--- src/hdl/event_vector_consts.vh ---
// constants for the event vector and reset unit
`ifndef EVENT_VECTOR_CONSTS_VH
`define EVENT_VECTOR_CONSTS_VH
// ***************************************************************
// vector offsets
// ***************************************************************
`define OFS_RESET 8'h00
`define OFS_USER 8'h08
`define OFS_INTR 8'h10
`define OFS_BREAK 8'h18
`define OFS_FAULT 8'h20
`define SLOT_STEP 8'h04
// ***************************************************************
// machine state bit positions
// ***************************************************************
`define MS_IE 2
`define MS_BIP 4
`define MS_ICE 6
`define MS_DCE 8
`define MS_EE 9
`define MS_EIP 10
// ***************************************************************
// event codes (one-hot, priority order)
// ***************************************************************
`define EV_NONE 6'h00
`define EV_RESET 6'h01
`define EV_FAULT 6'h02
`define EV_NMBRK 6'h04
`define EV_BRK 6'h08
`define EV_INTR 6'h10
`define EV_USER 6'h20
// ***************************************************************
// return register numbers
// ***************************************************************
`define RET_INTR 5'h0E
`define RET_BREAK 5'h10
`define RET_FAULT 5'h11
// ***************************************************************
// register bus map
// ***************************************************************
`define A_CTRL 8'h00
`define A_STATE 8'h04
`define A_FADDR 8'h08
`define A_FSTAT 8'h0C
`define A_FLOAT 8'h10
`define A_PID 8'h14
`define A_ZONE 8'h18
`define A_XIDX 8'h1C
`define A_LAST 8'h20
`define A_COUNT 8'h24
`define DS_BIT 12
`define CTRL_LL 0
`define CTRL_SWRST 1
`define ZERO32 32'h00000000
`define HSIZE_WORD 3'h2
`endif

--- src/hdl/event_vector_unit.v ---
// event ranking, vector redirect and reset state for the processor core
// Contract
// - priority: reset, fault, non-maskable break, break, interrupt, user exception
// - each vector spans two word slots for prefix plus absolute branch
// - vectors are base parameter plus fixed offset, base default zero
// - system or debugger reset flushes, fetches base+0x0, records no return
// - user exception goes to base+0x8/0xC, return in chosen register
// - interrupt goes to base+0x10/0x14, return in register fourteen
// - low-latency mode branches to controller-supplied handler address
// - all breaks go to base+0x18/0x1C, return in register sixteen
// - fault goes to base+0x20/0x24, return in r17 or branch target
// - every event clears the load-reserve reservation flag
// - both reset inputs are active high
// - reset leaves general registers and caches untouched
// - reset fetch does not wait for outstanding bus transactions
// - reset loads machine state bits 2,4,6,8,9,10 from parameters
// - reset clears fault address, fault status, float status
// - reset clears process id, zone protect, translation index
// - no hardware page access or modification tracking
// - fault flushes pipeline and kills execute-stage instruction
// - non-translation fault in delay slot sets delay-slot flag
`timescale 1ns/100ps
`include "event_vector_consts.vh"
module event_vector_unit #(
   parameter ADDR_W = 32,
   parameter [ADDR_W-1:0] vector_base_param = 32'h00000000,
   parameter reset_intr_enable_init = 0,
   parameter reset_break_active_init = 0,
   parameter reset_icache_on_init = 0,
   parameter reset_dcache_on_init = 0,
   parameter reset_fault_enable_init = 0,
   parameter reset_fault_active_init = 0
) (
   input wire hclk,
   input wire hresetn,
   // ahb-lite slave
   input wire hsel,
   input wire [31:0] haddr,
   input wire [1:0] htrans,
   input wire hwrite,
   input wire [2:0] hsize,
   input wire [31:0] hwdata,
   input wire hready,
   output reg [31:0] hrdata,
   output wire hreadyout,
   output wire hresp,
   // event sources
   input wire sys_reset,
   input wire dbg_reset,
   input wire fault_req,
   input wire fault_is_xlat,
   input wire fault_in_delay_slot,
   input wire [ADDR_W-1:0] fault_resume_pc,
   input wire [ADDR_W-1:0] fault_next_pc,
   input wire [ADDR_W-1:0] fault_data_addr,
   input wire nm_break_req,
   input wire break_req,
   input wire [ADDR_W-1:0] break_return_pc,
   input wire intr_req,
   input wire [ADDR_W-1:0] intr_return_pc,
   input wire [ADDR_W-1:0] intr_handler_addr,
   input wire user_exc_req,
   input wire [4:0] user_ret_sel,
   input wire [ADDR_W-1:0] user_return_pc,
   input wire reserve_set,
   // pipeline side
   output reg redirect,
   output reg [ADDR_W-1:0] fetch_addr,
   output reg flush,
   output reg kill_execute,
   output reg ret_we,
   output reg [4:0] ret_sel,
   output reg [ADDR_W-1:0] ret_data,
   output reg use_branch_target,
   output reg reserve_flag,
   output reg [31:0] machine_state_reg,
   output reg [5:0] last_event
);
   // ***************************************************************
   // reset value of machine state
   // ***************************************************************
   localparam [31:0] MS_RESET =
      ((reset_intr_enable_init & 1) << `MS_IE) |
      ((reset_break_active_init & 1) << `MS_BIP) |
      ((reset_icache_on_init & 1) << `MS_ICE) |
      ((reset_dcache_on_init & 1) << `MS_DCE) |
      ((reset_fault_enable_init & 1) << `MS_EE) |
      ((reset_fault_active_init & 1) << `MS_EIP);

   // vector address; offsets are small, sum is cut to address width
   function [ADDR_W-1:0] vec;
      input [7:0] ofs;
      begin
         vec = vector_base_param + {{(ADDR_W-8){1'b0}}, ofs};
      end
   endfunction

   // ***************************************************************
   // event class decode
   // ***************************************************************
   // both break kinds share one vector, one return register and one status bit
   function is_break;
      input [5:0] ev;
      begin
         is_break = (ev == `EV_NMBRK) || (ev == `EV_BRK);
      end
   endfunction

   // ***************************************************************
   // bus slave
   // ***************************************************************
   reg ctrl_ll_q;
   reg swrst_q;
   reg [31:0] fault_addr_reg;
   reg [31:0] fault_status_reg;
   reg [31:0] float_status_reg;
   reg [31:0] process_id_reg;
   reg [31:0] zone_protect_reg;
   reg [31:0] xlat_index_reg;
   reg [31:0] event_count_q;
   reg wr_pend_q;
   reg [7:0] wr_addr_q;
   wire access;
   wire [7:0] ofs;
   wire mapped;
   wire rd_hit;
   wire wr_hit;

   assign access = hsel & hready & htrans[1];
   assign ofs = haddr[7:0];
   assign mapped = (ofs <= `A_COUNT) && (ofs[1:0] == 2'b00);
   // only whole-word writes land; a narrower write is dropped rather than merged
   assign rd_hit = access & ~hwrite;
   assign wr_hit = access & hwrite & mapped & (hsize == `HSIZE_WORD);
   // single-cycle slave: never waits, never errors
   assign hreadyout = 1'b1;
   assign hresp = 1'b0;

   // read data registered at address phase; zero for unmapped offsets
   // a read in an event cycle returns the state from before the event
   always @(posedge hclk or negedge hresetn) begin
      if (!hresetn) begin
         hrdata <= `ZERO32;
      end else if (rd_hit) begin
         case (mapped ? ofs : 8'hFF)
            `A_CTRL: hrdata <= {30'h00000000, swrst_q, ctrl_ll_q};
            `A_STATE: hrdata <= machine_state_reg;
            `A_FADDR: hrdata <= fault_addr_reg;
            `A_FSTAT: hrdata <= fault_status_reg;
            `A_FLOAT: hrdata <= float_status_reg;
            `A_PID: hrdata <= process_id_reg;
            `A_ZONE: hrdata <= zone_protect_reg;
            `A_XIDX: hrdata <= xlat_index_reg;
            `A_LAST: hrdata <= {26'h0000000, last_event};
            `A_COUNT: hrdata <= event_count_q;
            default: hrdata <= `ZERO32;
         endcase
      end
   end

   // write address captured for the data phase
   always @(posedge hclk or negedge hresetn) begin
      if (!hresetn) begin
         wr_pend_q <= 1'b0;
         wr_addr_q <= 8'h00;
      end else if (hready) begin
         wr_pend_q <= wr_hit;
         wr_addr_q <= ofs;
      end
   end

   // ***************************************************************
   // event selection
   // ***************************************************************
   wire any_reset;
   wire any_event;
   wire [5:0] pending;
   wire [5:0] grant;
   // software reset bit acts as a third active-high reset source
   assign any_reset = sys_reset | dbg_reset | swrst_q;
   assign pending = {user_exc_req, intr_req, break_req, nm_break_req, fault_req, any_reset};

   event_arbiter u_arb (
      .pending(pending),
      .grant(grant)
   );

   // one flag for redirect, flush and the reservation flag; the last_event update and the event count test |grant directly
   assign any_event = |grant;

   // ***************************************************************
   // redirect and return address, decided in the same clock
   // ***************************************************************
   // reset fetch is not held back by bus traffic: redirect is immediate
   always @(posedge hclk or negedge hresetn) begin
      if (!hresetn) begin
         redirect <= 1'b0;
         fetch_addr <= vector_base_param;
         flush <= 1'b0;
         kill_execute <= 1'b0;
         ret_we <= 1'b0;
         ret_sel <= 5'h00;
         ret_data <= {ADDR_W{1'b0}};
         use_branch_target <= 1'b0;
         last_event <= `EV_NONE;
      end else begin
         redirect <= any_event;
         flush <= any_event;
         kill_execute <= 1'b0;
         ret_we <= 1'b0;
         use_branch_target <= 1'b0;
         if (|grant) begin
            last_event <= grant;
         end
         case (grant)
            `EV_RESET: begin
               fetch_addr <= vec(`OFS_RESET);
               // return write suppressed; general registers untouched
               ret_we <= 1'b0;
            end
            `EV_FAULT: begin
               fetch_addr <= vec(`OFS_FAULT);
               kill_execute <= 1'b1;
               // return register is named even when only the branch target is used
               ret_sel <= `RET_FAULT;
               if (fault_is_xlat) begin
                  ret_we <= 1'b1;
                  ret_data <= fault_resume_pc;
               end else if (fault_in_delay_slot) begin
                  // handler resumes from the branch target register
                  use_branch_target <= 1'b1;
               end else begin
                  ret_we <= 1'b1;
                  ret_data <= fault_next_pc;
               end
            end
            `EV_NMBRK, `EV_BRK: begin
               fetch_addr <= vec(`OFS_BREAK);
               ret_we <= 1'b1;
               ret_sel <= `RET_BREAK;
               ret_data <= break_return_pc;
            end
            // low-latency mode trusts the controller's address without a range check
            `EV_INTR: begin
               fetch_addr <= ctrl_ll_q ? intr_handler_addr : vec(`OFS_INTR);
               ret_we <= 1'b1;
               ret_sel <= `RET_INTR;
               ret_data <= intr_return_pc;
            end
            `EV_USER: begin
               fetch_addr <= vec(`OFS_USER);
               ret_we <= 1'b1;
               ret_sel <= user_ret_sel;
               ret_data <= user_return_pc;
            end
            default: begin
               // no event: the last vector stays on the fetch bus
               fetch_addr <= fetch_addr;
            end
         endcase
      end
   end

   // ***************************************************************
   // reservation flag
   // ***************************************************************
   // any event beats a same-cycle reserve; events are what clear it
   // hazard: a reserve taken in an event cycle is lost, so the store-conditional fails
   always @(posedge hclk or negedge hresetn) begin
      if (!hresetn) begin
         reserve_flag <= 1'b0;
      end else if (any_event) begin
         reserve_flag <= 1'b0;
      end else if (reserve_set) begin
         reserve_flag <= 1'b1;
      end
   end

   // ***************************************************************
   // architectural state and control
   // ***************************************************************
   // no page history bits exist here; software uses miss and storage faults
   // limitation: translation registers are plain storage, no lookup happens here
   always @(posedge hclk or negedge hresetn) begin
      if (!hresetn) begin
         machine_state_reg <= MS_RESET;
         fault_addr_reg <= `ZERO32;
         fault_status_reg <= `ZERO32;
         float_status_reg <= `ZERO32;
         process_id_reg <= `ZERO32;
         zone_protect_reg <= `ZERO32;
         xlat_index_reg <= `ZERO32;
         ctrl_ll_q <= 1'b0;
         swrst_q <= 1'b0;
         event_count_q <= `ZERO32;
      end else if (grant == `EV_RESET) begin
         machine_state_reg <= MS_RESET;
         fault_addr_reg <= `ZERO32;
         fault_status_reg <= `ZERO32;
         float_status_reg <= `ZERO32;
         process_id_reg <= `ZERO32;
         zone_protect_reg <= `ZERO32;
         xlat_index_reg <= `ZERO32;
         // self-clearing so a software reset lasts one event
         swrst_q <= 1'b0;
         event_count_q <= event_count_q + 32'h00000001;
      end else begin
         if (|grant) begin
            event_count_q <= event_count_q + 32'h00000001;
         end
         if (grant == `EV_FAULT) begin
            fault_addr_reg <= fault_data_addr;
            fault_status_reg[`DS_BIT] <= fault_in_delay_slot & ~fault_is_xlat;
            machine_state_reg[`MS_EIP] <= 1'b1;
            machine_state_reg[`MS_EE] <= 1'b0;
         end else if (is_break(grant)) begin
            machine_state_reg[`MS_BIP] <= 1'b1;
         end else if (grant == `EV_INTR) begin
            machine_state_reg[`MS_IE] <= 1'b0;
         end
         // a write in a non-reset event cycle lands after the event's own updates, so software wins
         if (wr_pend_q) begin
            case (wr_addr_q)
               `A_CTRL: begin
                  ctrl_ll_q <= hwdata[`CTRL_LL];
                  swrst_q <= hwdata[`CTRL_SWRST];
               end
               `A_STATE: machine_state_reg <= hwdata;
               `A_FLOAT: float_status_reg <= hwdata;
               `A_PID: process_id_reg <= hwdata;
               `A_ZONE: zone_protect_reg <= hwdata;
               `A_XIDX: xlat_index_reg <= hwdata;
               default: ctrl_ll_q <= ctrl_ll_q;
            endcase
         end
      end
   end
endmodule // event_vector_unit

--- src/hdl/event_arbiter.v ---
// fixed-priority picker for pending processor events
`timescale 1ns/100ps
`include "event_vector_consts.vh"
module event_arbiter (
   input wire [5:0] pending,
   output reg [5:0] grant
);
   integer i;
   // ***************************************************************
   // lowest index wins
   // ***************************************************************
   // bit 0 is reset, bit 5 user exception
   always @* begin
      grant = `EV_NONE;
      for (i = 5; i >= 0; i = i - 1) begin
         if (pending[i]) begin
            grant = 6'h01 << i;
         end
      end
   end
endmodule // event_arbiter

--- config.mk ---
export PLATFORM = sky130hd
export DESIGN_NAME = event_vector_unit
export DESIGN_NICKNAME = d
export VERILOG_FILES = /design/src/hdl/event_vector_unit.v /design/src/hdl/event_arbiter.v
export VERILOG_INCLUDE_DIRS = /design/src /design/src/hdl
export SDC_FILE = /design/constraint.sdc
export NUM_CORES = 1
export LEC_CHECK = 0
export ABC_AREA = 1
export BUFFER_PORTS_ARGS = -buffer_cell sky130_fd_sc_hd__buf_2
export CAP_MARGIN = 20
export CORE_ASPECT_RATIO = 1.25
export CORE_MARGIN = 5
export CORE_UTILIZATION = 35
export CTS_CLUSTER_SIZE = 16
export DETAILED_ROUTE_END_ITERATION = 16
export PLACE_DENSITY = 0.63
export SETUP_SLACK_MARGIN = 0.3
export SKIP_CTS_REPAIR_TIMING = 1
export SYNTH_ARGS = -nofsm -noshare
export SYNTH_HDL_FRONTEND = slang
export SYNTH_HIERARCHICAL = 1
export SYNTH_SLANG_ARGS = --single-unit
--- constraint.sdc ---
create_clock -name hclk -period 3.3 [get_ports hclk]
set_input_delay 0.165 -clock hclk [delete_from_list [all_inputs] [get_ports hclk]]
set_output_delay 0.165 -clock hclk [all_outputs]
set_load 0.01 [all_outputs]
==> flow_summary_export.csv <==
group,metric,value,unit
clocking,cts_buffer_depth,3,
sta,finalWorstSetupSlack,457.3,ps
synth,syn_inst,2207,
worst_setup_path,crit_chain,"or3_1 > nor3_1 > inv_1 > nand2_1 > nor2_1 > nand2_1 > nand3_1 > nor2_1 > nand3_1 > nor2_1 > nand2_1 > xor2_1",
drt,routedWlPerCell,20.11,µm
global_route,grt_use_met1,31.05,%
min_path,min_path_type,"in -> reg",
sta,drv_slew,0,
floorplan,fp.dieW,206.6,µm
placed_design,dp_slack,403.9,ps
power_and_ir_drop,power_density,490.7,mW/mm²
floorplan,die_h,255.7,µm
placed_design,dpl.hpwl,50080,µm
min_path,min_from,"break_return_pc[3]",
worst_setup_path,crit_arrival,3280,ps
layout,layout_common_cells,"822 x nand2_1, 431 x buf_2, 348 x dfrtp_1",
sta,tns,0,ps
sta,hold_ws,-47.47,ps
drt,drt_iter0_markers,1107,
worst_setup_path,reg2reg_from,"swrst_q$_DFFE_PN0P_",
worst_setup_path,critPathLaunch,"swrst_q$_DFFE_PN0P_",
worst_setup_path,slowest_stage,"or3_1",
synth,mappedNetlistNets,2521,
synth,synth-seq-cells,348,
floorplan,dieArea,0.05281,mm²
global_route,grt.met2_usage,41.74,%
drt,antenna_left,0,
placed_design,place.port_buffers,432,
drt,dr_total_vias,17070,
worst_setup_path,path_max_fanout,6,
clocking,cts_max_level,2,
synth,netlist_area,0.01690,mm²
run,cap_violations,0,
sta,hold_violations,33,
worst_setup_path,cp_top_family,"simple AND/OR/NAND/NOR gates",
drt,via_per_inst,5.025,
clocking,cts.sinks,348,
worst_setup_path,end_kind,"flip-flop",
floorplan,rows,90,
global_route,grt_use_met3,4.676,%
global_route,grt_overflow_total,0,
layout,final_common_cell,"nand2_1",
worst_setup_path,path_buf_inv,1,
run_status,status,"finished with violations",
clocking,cts.clk_slew.worst_paths,60,ps
global_route,grt_pass1_vias,16640,
clocking,cts_root_buf,"clkbuf_16",
global_route,grt_pass1_wl,100600,µm
sta,fmax,351.8,MHz
worst_setup_path,critical_path.max_stage_delay,510,ps
synth,ys_types,42,
worst_setup_path,worstPathRequired,3740,ps
synth,seq_area_frac_synth,51.53,%
layout,drive_gt1_share,21.17,%
synth,synth-async-reset-ratio,100.0,%
sta,finClkSkew,21.19,ps
floorplan,initial_core_util,35.15,%
synth,syn_area_per_cell,7.658,µm²
drt,routed_wl,68310,µm
sta,period_share,86.14,%
global_route,grt_use_total,24.97,%
floorplan,io_pins,460,
floorplan,fp.coreArea,0.04808,mm²
global_route,grt_start_max_net_pins,105,
worst_setup_path,worst-setup-path-type,"reg -> reg",
clocking,numCtsBuffers,38,
sta,relSlewSlack,38.67,%
layout,nNetsFinal,3035,
drt,drcViolationCount,0,
drt,drt-pass1-iter-count,5,
power_and_ir_drop,leakage,0.01149,µW
synth,synth-main-ff-cell,"dfrtp_1",
sta,setup_viol,0,
layout,synthToLayoutAreaGrowth,31.37,%
run_status,violations,"hold timing",
power_and_ir_drop,irDropWorstVdd,0.3203,mV
global_route,grt_antenna_before_repair,14,
sta,min_period,2843,ps
sta,rsz0062_at_grt,"true",
sta,worst_slew_pin_slew,920.0,ps
global_route,gr-max-usage-layer,"met2",
worst_setup_path,startpoint_type,"flip-flop",
placed_design,gp_congestion,0.9625,
synth,synth_enable_flop_cells,0,
power_and_ir_drop,power,10890,µW
clocking,cts_tree,"yes",
clocking,clk_latency,560,ps
synth,yosysWarnings,6,
final timing paths:
path	endpoint	cells after the start	slack, ps
worst max-delay path	event_count_q[21]$_DFFE_PN0P_	12	460
worst min-delay path	ret_data[3]$_DFFE_PN0P_	5	-50
worst min register to register	ret_data[17]$_DFFE_PN0P_	2	470
min in group asynchronous	fetch_addr[9]$_DFFE_PN0P_	2	240
worst max register to register	event_count_q[21]$_DFFE_PN0P_	12	460
max in group asynchronous	machine_state_reg[22]$_DFFE_PN0P_	3	2120
final cells by class:
class | instances | area, µm²
clock buffer | 55 | 1116
fill | 4800 | 25880
antenna | 7 | 17.52
sequential | 348 | 8708
tap | 644 | 805.8
multi-input combinational | 1572 | 7092
inverter | 173 | 654.4
timing repair buffer | 588 | 3736
clock inverter | 9 | 73.82
worst min-delay path: cells and delay by family:
family / cells / cell delay, ps
and+or+nand+nor: 3 / 160
AOI/OAI and AO/OA: 1 / 80
buffers and inverters: 1 / 70
power by group:
part	switching [µW]	total (µW)	internal, µW
registers	314	5010	4690
logic	1070	1690	618
clock network	1780	4200	2420
Yosys cell counts (2+ instances only):
| master | n | area share, % |
|---|---|---|
| nor2_4 | 4 | 0.27 |
| nor3_2 | 5 | 0.30 |
| nand4_2 | 2 | 0.15 |
| nand3_2 | 2 | 0.12 |
| nor3b_1 | 2 | 0.089 |
| buf_4 | 6 | 0.27 |
| a22o_1 | 15 | 0.78 |
| nand2_2 | 2 | 0.074 |
| xnor2_1 | 4 | 0.21 |
| a21oi_1 | 49 | 1.5 |
| o32ai_1 | 2 | 0.10 |
| nand4_1 | 15 | 0.56 |
| nor2_1 | 147 | 3.3 |
| clkinv_1 | 2 | 0.044 |
| conb_1 | 2 | 0.044 |
| mux2i_1 | 9 | 0.53 |
| clkbuf_1 | 56 | 1.2 |
| nor3_1 | 12 | 0.36 |
| buf_1 | 14 | 0.31 |
| nor4_1 | 3 | 0.11 |
| nand3_1 | 193 | 5.7 |
| inv_2 | 13 | 0.29 |
| xor2_1 | 20 | 1.0 |
| dfrtp_1 | 348 | 52 |
| inv_1 | 158 | 3.5 |
| o21ai_0 | 210 | 6.2 |
| nand2_1 | 823 | 18 |
| a31oi_2 | 3 | 0.22 |
| buf_6 | 2 | 0.13 |
| o22ai_1 | 10 | 0.37 |
| buf_2 | 35 | 1.0 |
| nor2_2 | 5 | 0.19 |
| o21ai_1 | 25 | 0.74 |
metal layers:
metal  vias to the layer above  part of all wire (%)
met5                         -                 0.069
met4                         6                   5.1
met3                       147                   7.0
met2                       715                    48
met1                      8112                    39
li1                       8086                     -
through the flow:
step | instances | hold slack (ps) | util (%) | cell area [µm²]
2_1_floorplan | 2207 | -130.6 | - | 16900
3_3_place_gp | 3217 | 289.3 | 41.36 | 19890
3_5_place_dp | 3217 | 300.6 | 41.36 | 19890
4_1_cts | 3281 | -287.9 | 43.83 | 21080
5_1_grt | 3395 | 1.255 | 46.17 | 22200
6_report | 3396 | -47.47 | 46.18 | 22200
cells by family (layout without fill, tap and decap cells):
family / Yosys count / after routing / share of synthesized area, %
AND/OR/NAND/NOR: 1218 / 1218 / 29.63
flip-flops: 348 / 348 / 51.53
buffers and inverters: 287 / 825 / 6.863
other: 2 / 9 / 0.04443
multiplexers: 9 / 9 / 0.5330
adder cells (fa/ha/maj): 1 / 1 / 0.07402
AO/OA/AOI/OAI: 318 / 318 / 10.09
XOR/XNOR: 24 / 24 / 1.244
Power figures use the tool's default switching activity.
